`src/hw/crs_defines.svh`:
```
// Register offsets, field positions, reset values and sync timing of the common synchronizer
`ifndef CRS_DEFINES_SVH
`define CRS_DEFINES_SVH

`define CRS_ADDR_W 8
`define CRS_OFS_CTRL 8'h00
`define CRS_OFS_STATUS 8'h04
`define CRS_OFS_RD_REQ 8'h08
`define CRS_OFS_SCRATCH 8'h0C
`define CRS_OFS_CORE_CFG 8'h10
`define CRS_OFS_CORE_CNT 8'h14

`define CRS_CTRL_SOFT_RST 0
`define CRS_CTRL_ENABLE 1
`define CRS_STATUS_PEND 0
`define CRS_RD_REQ_ADDR_MSB 7
`define CRS_RD_REQ_CONT 14
`define CRS_RD_REQ_ONE 15

`define CRS_RST_WORD 32'h0000_0000
`define CRS_SYNC_EDGES 3'h6

`endif

```
`src/hw/crs_pkg.sv`:
```
// Types shared by the common register synchronizer
package crs_pkg;
	typedef enum logic [4:0] {
		CRS_ST_IDLE = 5'h01,
		CRS_ST_WR = 5'h02,
		CRS_ST_RD = 5'h04,
		CRS_ST_ONE_SHOT = 5'h08,
		CRS_ST_CONT = 5'h10
	} crs_state_t;
endpackage : crs_pkg

```
`src/hw/crs_sync.sv`:
```
// Common register synchronizer between the bus clock and the generic clock core
//
// Function
// - One shared engine; only one core register synchronizes at a time.
// - Every core write and read-synced read crosses via generic clock edges, even at equal clocks.
// - Bus-domain registers answer at once, except writes during an enable sync.
// - Core register write starts a write sync; pending set at start, cleared at end.
// - During write sync, stall core writes, read-synced reads, reads of the written core configuration register.
// - During write sync, other core reads and bus-domain reads do not stall.
// - Read-synced read stalls until its sync ends; pending stays untouched.
// - Read-synced read during pending waits first, then stalls for its own sync.
// - Completion shows as pending flag clearing.
// - Access arriving during a sync is held and started automatically afterwards.
// - Read request register exists only when the build enables it.
// - One-shot request syncs the addressed register and sets pending until done.
// - One-shot value stays readable at once until a new one-shot or continuous request.
// - Request address field holds the byte offset from the block base.
// - Continuous request keeps resynchronizing the addressed register.
// - Continuous mode sets pending only for its first synchronization.
// - Any other sync stops continuous reading; software restarts it.
// - Continuous reading pauses while the generic clock stands still.
// - Enable write starts a write sync and reads back the new value at once.
// - Enable sync completion raises no ready event; pending alone marks it.
// - During enable sync, stall core writes, bus-domain writes, read-synced reads.
// - During enable sync, bus-domain reads do not stall.
// - Software reset bit set by writing one, reads one, cleared with pending at end.
// - A sync spans six detected generic clock edges plus bus-side sampling.
//
// Chosen here: the Avalon-MM interface to the registers and the placing of the registers.
`timescale 1ns/1ps
`include "crs_defines.svh"
`default_nettype none

module crs_sync import crs_pkg::*; #(
	parameter bit HAS_RD_REQ = 1'b1
) (
	input wire logic clk,
	input wire logic resetn,
	input wire logic generic_clock_controller,
	input wire logic [`CRS_ADDR_W-1:0] address,
	input wire logic read,
	input wire logic write,
	input wire logic [31:0] writedata,
	input wire logic [3:0] byteenable,
	output logic [31:0] readdata,
	output logic waitrequest,
	output logic core_enable,
	output logic [31:0] core_cfg,
	output logic core_reset,
	output logic sync_pending
);

	logic rst_s1_q;
	logic rst_n_q;
	logic generic_clock_controller_s1_q;
	logic generic_clock_controller_s2_q;
	logic generic_clock_controller_s3_q;
	logic gedge;
	crs_state_t st_q;
	logic [2:0] cnt_q;
	logic done;
	logic busy;
	logic en_busy;
	logic pend_q;
	logic wr_tgt_q;
	logic [31:0] wr_data_q;
	logic soft_rst_q;
	logic ctrl_en_q;
	logic [31:0] cfg_bus_q;
	logic [31:0] scratch_q;
	logic [7:0] rr_addr_q;
	logic rr_cont_q;
	logic rr_valid_q;
	logic [31:0] rr_val_q;
	logic [31:0] rd_cap_q;
	logic rd_done_q;
	logic core_en_q;
	logic [31:0] core_cfg_q;
	logic [31:0] core_cnt_q;
	logic core_reset_q;
	logic wait_q;
	logic [31:0] rdata_q;
	logic req;
	logic ack;
	logic use_rd;
	logic start_wr;
	logic start_rd;
	logic start_one;
	logic start_cont;
	logic wr_ctrl;
	logic wr_cfg;
	logic wr_scratch;
	logic wr_rr;
	logic [31:0] mask;
	logic [31:0] wd;
	logic [31:0] rdata;
	logic [31:0] sel_val;

	// Reset release
	always_ff @(posedge clk or negedge resetn) begin
		if (!resetn) begin
			rst_s1_q <= 1'b0;
			rst_n_q <= 1'b0;
		end else begin
			rst_s1_q <= 1'b1;
			rst_n_q <= rst_s1_q;
		end
	end

	// Generic clock sampled and edge found
	always_ff @(posedge clk or negedge rst_n_q) begin
		if (!rst_n_q) begin
			generic_clock_controller_s1_q <= 1'b0;
			generic_clock_controller_s2_q <= 1'b0;
			generic_clock_controller_s3_q <= 1'b0;
		end else begin
			generic_clock_controller_s1_q <= generic_clock_controller;
			generic_clock_controller_s2_q <= generic_clock_controller_s1_q;
			generic_clock_controller_s3_q <= generic_clock_controller_s2_q;
		end
	end
	assign gedge = generic_clock_controller_s2_q & ~generic_clock_controller_s3_q;

	assign done = (st_q != CRS_ST_IDLE) && gedge && (cnt_q == `CRS_SYNC_EDGES - 3'h1);
	// Quiet continuous resync may be pre-empted
	assign busy = (st_q != CRS_ST_IDLE) && !((st_q == CRS_ST_CONT) && !pend_q);
	assign en_busy = (st_q == CRS_ST_WR) && wr_tgt_q;
	assign mask = {{8{byteenable[3]}}, {8{byteenable[2]}}, {8{byteenable[1]}}, {8{byteenable[0]}}};
	assign wd = writedata & mask;
	assign req = (read || write) && wait_q;

	always_comb begin
		case (rr_addr_q)
			`CRS_OFS_CORE_CNT: sel_val = core_cnt_q;
			`CRS_OFS_CORE_CFG: sel_val = core_cfg_q;
			default: sel_val = 32'h0000_0000;
		endcase
	end

	// Access decode; a held request is retried every cycle
	always_comb begin
		ack = 1'b0;
		use_rd = 1'b0;
		start_wr = 1'b0;
		start_rd = 1'b0;
		start_one = 1'b0;
		start_cont = 1'b0;
		wr_ctrl = 1'b0;
		wr_cfg = 1'b0;
		wr_scratch = 1'b0;
		wr_rr = 1'b0;
		rdata = 32'h0000_0000;
		if (req && write) begin
			case (address)
				`CRS_OFS_CTRL: begin
					if (!busy) begin
						ack = 1'b1;
						start_wr = 1'b1;
						wr_ctrl = 1'b1;
					end
				end
				`CRS_OFS_CORE_CFG: begin
					if (!busy) begin
						ack = 1'b1;
						start_wr = 1'b1;
						wr_cfg = 1'b1;
					end
				end
				`CRS_OFS_SCRATCH: begin
					if (!en_busy) begin
						ack = 1'b1;
						wr_scratch = 1'b1;
					end
				end
				`CRS_OFS_RD_REQ: begin
					if (!HAS_RD_REQ) begin
						ack = 1'b1;
					end else if (en_busy) begin
						ack = 1'b0;
					end else if (wd[`CRS_RD_REQ_ONE] || wd[`CRS_RD_REQ_CONT]) begin
						if (!busy) begin
							ack = 1'b1;
							wr_rr = 1'b1;
							start_cont = wd[`CRS_RD_REQ_CONT];
							start_one = !wd[`CRS_RD_REQ_CONT];
						end
					end else begin
						ack = 1'b1;
						wr_rr = 1'b1;
					end
				end
				default: ack = 1'b1;
			endcase
		end else if (req) begin
			case (address)
				`CRS_OFS_CTRL: begin
					ack = 1'b1;
					rdata[`CRS_CTRL_SOFT_RST] = soft_rst_q;
					rdata[`CRS_CTRL_ENABLE] = ctrl_en_q;
				end
				`CRS_OFS_STATUS: begin
					ack = 1'b1;
					rdata[`CRS_STATUS_PEND] = pend_q;
				end
				`CRS_OFS_SCRATCH: begin
					ack = 1'b1;
					rdata = scratch_q;
				end
				`CRS_OFS_RD_REQ: begin
					ack = 1'b1;
					if (HAS_RD_REQ) begin
						rdata[`CRS_RD_REQ_CONT] = rr_cont_q;
						rdata[`CRS_RD_REQ_ADDR_MSB:0] = rr_addr_q;
					end
				end
				`CRS_OFS_CORE_CFG: begin
					if (!((st_q == CRS_ST_WR) && !wr_tgt_q)) begin
						ack = 1'b1;
						rdata = cfg_bus_q;
					end
				end
				`CRS_OFS_CORE_CNT: begin
					if (HAS_RD_REQ && rr_valid_q && (rr_addr_q == `CRS_OFS_CORE_CNT)) begin
						ack = 1'b1;
						rdata = rr_val_q;
					end else if (rd_done_q) begin
						ack = 1'b1;
						use_rd = 1'b1;
						rdata = rd_cap_q;
					end else if (!busy) begin
						start_rd = 1'b1;
					end
				end
				default: ack = 1'b1;
			endcase
		end
	end

	// Shared sync engine
	always_ff @(posedge clk or negedge rst_n_q) begin
		if (!rst_n_q) begin
			st_q <= CRS_ST_IDLE;
			cnt_q <= 3'h0;
		end else if (start_wr) begin
			st_q <= CRS_ST_WR;
			cnt_q <= 3'h0;
		end else if (start_rd) begin
			st_q <= CRS_ST_RD;
			cnt_q <= 3'h0;
		end else if (start_one) begin
			st_q <= CRS_ST_ONE_SHOT;
			cnt_q <= 3'h0;
		end else if (start_cont) begin
			st_q <= CRS_ST_CONT;
			cnt_q <= 3'h0;
		end else if (done) begin
			cnt_q <= 3'h0;
			st_q <= (st_q == CRS_ST_CONT) ? CRS_ST_CONT : CRS_ST_IDLE;
		end else if ((st_q != CRS_ST_IDLE) && gedge) begin
			cnt_q <= cnt_q + 3'h1;
		end
	end

	// Pending flag; a start wins over a completion
	always_ff @(posedge clk or negedge rst_n_q) begin
		if (!rst_n_q) begin
			pend_q <= 1'b0;
		end else if (start_wr || start_one || start_cont) begin
			pend_q <= 1'b1;
		end else if (done) begin
			pend_q <= 1'b0;
		end
	end

	// Posted write payload
	always_ff @(posedge clk or negedge rst_n_q) begin
		if (!rst_n_q) begin
			wr_tgt_q <= 1'b0;
			wr_data_q <= `CRS_RST_WORD;
		end else if (start_wr) begin
			wr_tgt_q <= wr_ctrl;
			wr_data_q <= wr_ctrl ? wd : ((cfg_bus_q & ~mask) | wd);
		end
	end

	// Bus-side copies
	always_ff @(posedge clk or negedge rst_n_q) begin
		if (!rst_n_q) begin
			soft_rst_q <= 1'b0;
			ctrl_en_q <= 1'b0;
			cfg_bus_q <= `CRS_RST_WORD;
			scratch_q <= `CRS_RST_WORD;
		end else begin
			if (wr_ctrl) begin
				soft_rst_q <= soft_rst_q | wd[`CRS_CTRL_SOFT_RST];
				if (byteenable[0]) begin
					ctrl_en_q <= wd[`CRS_CTRL_ENABLE];
				end
			end else if (done && (st_q == CRS_ST_WR) && wr_tgt_q && soft_rst_q) begin
				soft_rst_q <= 1'b0;
				ctrl_en_q <= 1'b0;
				cfg_bus_q <= `CRS_RST_WORD;
			end
			if (wr_cfg) begin
				cfg_bus_q <= (cfg_bus_q & ~mask) | wd;
			end
			if (wr_scratch) begin
				scratch_q <= (scratch_q & ~mask) | wd;
			end
		end
	end

	// Core registers, moved only on generic clock edges
	always_ff @(posedge clk or negedge rst_n_q) begin
		if (!rst_n_q) begin
			core_en_q <= 1'b0;
			core_cfg_q <= `CRS_RST_WORD;
			core_cnt_q <= `CRS_RST_WORD;
			core_reset_q <= 1'b0;
		end else begin
			core_reset_q <= 1'b0;
			if (done && (st_q == CRS_ST_WR) && wr_tgt_q && soft_rst_q) begin
				core_en_q <= 1'b0;
				core_cfg_q <= `CRS_RST_WORD;
				core_cnt_q <= `CRS_RST_WORD;
				core_reset_q <= 1'b1;
			end else begin
				if (done && (st_q == CRS_ST_WR)) begin
					if (wr_tgt_q) begin
						core_en_q <= wr_data_q[`CRS_CTRL_ENABLE];
					end else begin
						core_cfg_q <= wr_data_q;
					end
				end
				if (gedge && core_en_q) begin
					core_cnt_q <= core_cnt_q + 32'h0000_0001;
				end
			end
		end
	end

	// Read request state
	always_ff @(posedge clk or negedge rst_n_q) begin
		if (!rst_n_q) begin
			rr_addr_q <= 8'h00;
			rr_cont_q <= 1'b0;
			rr_valid_q <= 1'b0;
			rr_val_q <= `CRS_RST_WORD;
		end else begin
			if (wr_rr && byteenable[0]) begin
				rr_addr_q <= wd[`CRS_RD_REQ_ADDR_MSB:0];
			end
			if (start_cont) begin
				rr_cont_q <= 1'b1;
			end else if (start_wr || start_rd || start_one) begin
				rr_cont_q <= 1'b0;
			end
			if (start_one || start_cont) begin
				rr_valid_q <= 1'b0;
			end else if (done && ((st_q == CRS_ST_ONE_SHOT) || (st_q == CRS_ST_CONT))) begin
				rr_valid_q <= 1'b1;
				rr_val_q <= sel_val;
			end
		end
	end

	// Stalling read capture
	always_ff @(posedge clk or negedge rst_n_q) begin
		if (!rst_n_q) begin
			rd_cap_q <= `CRS_RST_WORD;
			rd_done_q <= 1'b0;
		end else if (done && (st_q == CRS_ST_RD)) begin
			rd_cap_q <= core_cnt_q;
			rd_done_q <= 1'b1;
		end else if (use_rd) begin
			rd_done_q <= 1'b0;
		end
	end

	// Bus answer
	always_ff @(posedge clk or negedge rst_n_q) begin
		if (!rst_n_q) begin
			wait_q <= 1'b1;
			rdata_q <= 32'h0000_0000;
		end else begin
			wait_q <= !ack;
			if (ack) begin
				rdata_q <= rdata;
			end
		end
	end

	assign readdata = rdata_q;
	assign waitrequest = wait_q;
	assign core_enable = core_en_q;
	assign core_cfg = core_cfg_q;
	assign core_reset = core_reset_q;
	assign sync_pending = pend_q;
endmodule : crs_sync

`default_nettype wire

```
`config.mk`:
```
export PLATFORM = sky130hd
export DESIGN_NAME = crs_sync
export DESIGN_NICKNAME = d
export VERILOG_FILES = /design/src/hw/crs_pkg.sv /design/src/hw/crs_sync.sv
export VERILOG_INCLUDE_DIRS = /design/src /design/src/hw
export SDC_FILE = /design/constraint.sdc
export NUM_CORES = 1
export LEC_CHECK = 0
export BUFFER_PORTS_ARGS = -buffer_cell sky130_fd_sc_hd__clkbuf_2
export CORE_ASPECT_RATIO = 1.4
export CORE_MARGIN = 2
export CORE_UTILIZATION = 45
export DETAILED_ROUTE_END_ITERATION = 10
export GPL_ROUTABILITY_DRIVEN = 0
export PLACE_DENSITY = 0.74
export SLEW_MARGIN = 10
export SYNTH_ARGS = -nofsm -noshare
export SYNTH_HDL_FRONTEND = slang
export SYNTH_SLANG_ARGS = --single-unit
```
`constraint.sdc`:
```
create_clock -name clk -period 8.5 [get_ports clk]
set_clock_uncertainty 0.1 [all_clocks]
set_input_delay 0.85 -clock clk [delete_from_list [all_inputs] [get_ports clk]]
set_output_delay 0.85 -clock clk [all_outputs]
set_load 0.1 [all_outputs]
```
## Word-level counts from Yosys, hierarchy flattened

Index checks and enable logic that the tools add are counted.

- Bits in registers: 287
- Bits in latches: 0
- Bits in writable memories: 0
- ROM bits: 0
- Input port bits: 49
- Output and inout bits: 68
- Logic and storage cells: 190
- Memories kept: 0

- Add/sub/neg operators: 2
- Multipliers: 0
- Divide/modulo/power cells: 0
- Order comparisons: 0
- Equal/unequal tests: 16
- Shift-type cells: 0
- Muxes and demuxes: 89
- Bitwise operators: 10
- Reductions and logical operators: 47

Operators with widths:

| operator | number |
|---|---|
| $mux W32 | 14 |
| $and A32 B32 Y32 | 3 |
| $or A32 B32 Y32 | 2 |
| $pmux W32 S2 | 1 |
| $mux W1 | 54 |
| $pmux W17 S3 | 1 |
| $add A32 B1 Y32 const B | 1 |
| $eq A8 B5 Y1 const B | 4 |
| $not A32 Y32 | 1 |
| $mux W5 | 6 |
| $pmux W6 S4 | 1 |
| $mux W3 | 6 |
| $pmux W6 S3 | 1 |
| $reduce_bool A2 Y1 | 9 |
| $eq A8 B4 Y1 const B | 2 |
| $logic_and A1 B1 Y1 | 16 |
| $reduce_and A2 Y1 | 5 |
| $eq A8 B3 Y1 const B | 1 |
| $logic_not A8 Y1 | 1 |
| $logic_or A1 B1 Y1 | 8 |
| $pmux W1 S6 | 1 |
| $reduce_bool A6 Y1 | 1 |
| $eq A5 B2 Y1 const B | 1 |
| $eq A5 B3 Y1 const B | 1 |
| 17 further kinds | 23 |

## Depth between registers and ports, before layout

- Word-level depth: 14
- Mapped depth: 9
- Gate-level depth less buffers: 7

## Worst setup path before layout

Ideal clock, no wire load.

- Kind: input to register
- From: in address[2]
- To: reg rdata_q[0] (netlist: readdata[0])
- Setup time: 0.122 ns
- Arrival: 2.393 ns
- Data required time: 8.278 ns
- Path slack: 5.885 ns
- Stages on the path: 6
- Buffers on the path: 2
- Path through: clkbuf_1 > buf_1 > mux4_2 > a32oi_1 > o21ai_0 > a22o_1

- Cells in the longest elaborated chain, start to end: 4
- Elaborated cells between the ends (all ways): 14
- Those cells by class: 5 x eq/ne; 7 x mux; 2 x reduce/logical

RTL lines:

| element | RTL line | RTL |
|---|---|---|
| start: declaration | crs_sync.sv:40 | `` input wire logic [`CRS_ADDR_W-1:0] address, `` |
| $eq A8 B5 Y1 (tied with other cells) | crs_sync.sv:195 | `case (address)` |
| $pmux W1 S6 (tied with other cells) | crs_sync.sv:195 |  |
| $mux W32 (tied with other cells) | crs_sync.sv:194 | `end else if (req) begin` |
| $mux W32 or $mux W1 (tied branches) | crs_sync.sv:153 | `if (req && write) begin` |
| end signal: assignment | crs_sync.sv:388 | `rdata_q <= rdata;` |
| end: declaration | crs_sync.sv:82 | `logic [31:0] rdata_q;` |

Parallel ways exist; a longest one is shown, timed or not.
A chain may end at the register's enable or synchronous reset.

## Worst setup path after layout

- From: reg st_q[0]
- To: reg cnt_q[0]

- Cells in the longest elaborated chain, start to end: 13
- Elaborated cells between the ends (all ways): 33
- Those cells by class: 3 x eq/ne; 23 x mux; 7 x reduce/logical

RTL lines:

| element | RTL line | RTL |
|---|---|---|
| start: declaration | crs_sync.sv:59 | `crs_state_t st_q;` |
| start signal: assignment | crs_sync.sv:258 | `st_q <= (st_q == CRS_ST_CONT) ? CRS_ST_CONT : CRS_ST_IDLE;` |
| $eq A5 B5 Y1 | crs_sync.sv:126 | `assign busy = (st_q != CRS_ST_IDLE) && !((st_q == CRS_ST_CONT) && !pend_q);` |
| $logic_and A1 B1 Y1 | crs_sync.sv:126 |  |
| $logic_not A1 Y1 | crs_sync.sv:126 |  |
| $logic_and A1 B1 Y1 | crs_sync.sv:126 |  |
| $mux W1 | crs_sync.sv:181 | `if (!busy) begin` |
| $mux W1 | crs_sync.sv:180 | `` end else if (wd[`CRS_RD_REQ_ONE] \|\| wd[`CRS_RD_REQ_CONT]) begin `` |
| $mux W1 | crs_sync.sv:178 | `end else if (en_busy) begin` |
| $mux W1 | crs_sync.sv:154 | `case (address)` |
| $mux W1 | crs_sync.sv:153 |  |
| $mux W3 | crs_sync.sv:253 | `end else if (start_cont) begin` |
| $mux W3 | crs_sync.sv:250 | `end else if (start_one) begin` |
| $mux W3 | crs_sync.sv:247 | `end else if (start_rd) begin` |
| $mux W3 | crs_sync.sv:244 | `end else if (start_wr) begin` |
| end signal: assignment | crs_sync.sv:260 | `cnt_q <= cnt_q + 3'h1;` |
| end: declaration | crs_sync.sv:60 | `logic [2:0] cnt_q;` |

Parallel ways exist; a longest one is shown, timed or not.

==> flow_summary.ini <==
[critical_path]
end_kind = register
path_max_fanout = 38
start_kind = register
arrival_ns = 3.70
worst_ep_required_time_ns = 8.83
crit_type = register to register

[worst_hold_path]
min_path_type = register to asynchronous set/reset pin

[synthesis]
yosys_most_used_dff = dfrtp_1
syn-instance-count = 1207
synth_compound_gate_area_share = 0.1958
synth_enable_flop_cells = 0
synth_mux_area_frac = 0.06576
synth_most_common_cell = dfrtp_1
yosysUniqueCellTypes = 71
synth-simple-area-share = 0.1414
yosys-top-cells-count = dfrtp_1 (285), nand2_1 (130), o21ai_0 (95), a22o_1 (71), mux2_2 (67)
ys_ff_latch = 287
yosysWarnings = 0
synth.top_cell.area_share = 0.5409
synthXorXnorAreaFrac = 0.01528
syn-num-nets = 1259
synth_top_cell_by_area = dfrtp_1
synth-seq-area-share = 0.5449
syn_area_per_cell_um2 = 10.92
synthArstFlopShare = 1.000
synth_area_mm2 = 0.01319
synth_top_family_by_area = compound AO/OA/AOI/OAI gates
synthAdderAreaFrac = 0.002847
ys_top_cells_by_area = dfrtp_1 (54%), mux2_2 (5.7%), a22o_1 (4.7%)

[clock_tree]
cts_root_buf = clkbuf_16
postCtsSetupBuffers = 0
worstSkewPairLatency_ns = 0.54
cts_sinks = 287
cts-htree-levels = 1
numCtsBuffers = 27
clk_pin_slew_ns = 0.07
clk_path_buf_depth = 3
tritoncts = yes

[drt]
vias = 10510
drtAntennaViolNets = 0
first_iter_violations = 1093
postRouteWirelength_um = 37360
dr.pass1.iters = 6
wl_per_cell_um = 22.16
avgViaCountPerCell = 6.231
route.detailed.drc = 0

[sta]
final-setup-viol-count = 0
timing.final.hold_violations = 0
min_period_ns = 3.375
worst_slew_pin_slew_ns = 1.338
fin_setup_tns_ns = 0
fin_crit_sh = 0.3970
max_freq_mhz = 296.3
rsz0062_at_grt = false
slew_viol_final = 0
slew_headroom = 0.1083

[die]
fp.dieH_um = 206.5
core_area_mm2 = 0.02898
ios = 117
rows = 74
fp.dieArea_mm2 = 0.03070
die_x_um = 148.7
initial_core_util = 0.4550

[global_route]
grt_pass1_vias = 10380
antenna_found_initial = 0
grt_pass1_wl_um = 58430
grt_use_total = 0.2423
grt_max_degree = 173
globalRouteOverflowTotal = 0

[cells_and_area]
finish.utilization = 0.5183
drive_above_1_share = 0.2169
fillers = 2505
syn_to_final_growth_pct = 13.92
nNetsFinal = 1336

[power]
leakagePower_nw = 6.709
power_density_mw_per_mm2 = 199.6
finalPower_w = 0.002999
ir_drop_mv = 0.1799

[outcome]
outcome = finished, final reports clean

[placed_design]
dp.final_hpwl_um = 25120
io_buffer_count = 116

[job]
maxCapViolations = 0
==> worst paths after layout <==
path	to	from	slack (ns)	cells past startpoint
min in group clk	rst_n_q	rst_s1_q	0.25	0
worst min register to register	asynchronous set/reset pin	rst_n_q	0.24	0
worst min-delay path	asynchronous set/reset pin	rst_n_q	0.24	0
max in group asynchronous	rd_cap_q[11]	rst_n_q	6.68	1
worst max-delay path	cnt_q[0]	st_q[0]	5.13	6
worst max register to register	cnt_q[0]	st_q[0]	5.13	6
==> worst max-delay path, stage by stage (launching register included) <==
cell and delay [ns]:
dfstp_2 0.61, nor2b_1 0.38, o21a_1 0.32, nand4_1 0.92
buf_4 0.61, nand3_2 0.14, o21ba_2 0.16
==> logic make-up (layout without fill, tap and decap cells) <==
family / count (synthesis) / in the layout
and+or+nand+nor: 349 / 349
AOI/OAI and AO/OA: 360 / 360
other: 1 / 2
adders and majority gates: 3 / 3
xor gates and xnor gates: 23 / 23
muxes: 77 / 77
DFF: 287 / 287
buffers and inverters: 107 / 205
==> power breakdown <==
part           switching (W)  leakage, nW  total, W  internal (W)
registers          0.0000452         3.80   0.00145       0.00140
clock network       0.000539        0.475   0.00131      0.000766
logic               0.000171         2.44  0.000248     0.0000767
==> final cells by class <==
class	count	area, um2	share of cell area
antenna	1	2.502	0.0001666
clock buffer	33	728.2	0.04848
clock inverter	17	226.5	0.01508
inverter	19	71.32	0.004748
multi-input combinational	813	5583	0.3717
sequential	287	7188	0.4785
tap	380	475.5	0.03165
timing repair buffer	136	745.7	0.04965
==> layer usage <==
| metal | routed length [um] | GRT usage |
|---|---|---|
| met1 | 15540 | 0.3310 |
| met2 | 17850 | 0.3902 |
| met3 | 2840 | 0.04484 |
| met4 | 1132 | 0.08776 |
| met5 | 0 | 0 |
==> per-stage QoR <==
step | instance area (um2) | setup slack (ns) | cells | hold slack, ns
after floorplan | 13190 | 3.701 | 1207 | 0.2311
after global placement | 14050 | 4.884 | 1634 | 0.2361
after detailed placement | 14050 | 4.809 | 1634 | 0.2371
after CTS | 15020 | 5.167 | 1685 | 0.2530
after global routing | 15020 | 4.915 | 1685 | 0.2625
final | 15020 | 5.125 | 1686 | 0.2358
==> repair_timing <==
item,CTS,global route
hold buffers,1,0
hold endpoints to repair,2,0
resized for setup,0,0
==> placed cells by master (no fill, tap or decap), types with 8 or more instances in the layout <==
master     Yosys  layout
a22o_1        71      71
xnor2_1       19      19
mux2_2        67      67
nor3_1        12      12
o21ai_0       95      95
a222oi_1      24      24
nand2_1      130     130
and2_1        32      32
dfrtp_1      285     284
buf_4          1      18
nor2_1        48      47
clkbuf_16      0      27
clkbuf_2       0     116
o21ai_1       16      15
clkinv_2       0       8
o2bb2ai_1     24      24
nand4_1       37      37
a31oi_1       40      40
nand3_1       21      21
inv_1         15      15
mux2i_1        9       9
a22oi_1       32      32
a21oi_1       24      24
or3_1         10      10
No activity file was read; power rests on OpenSTA's default activity.
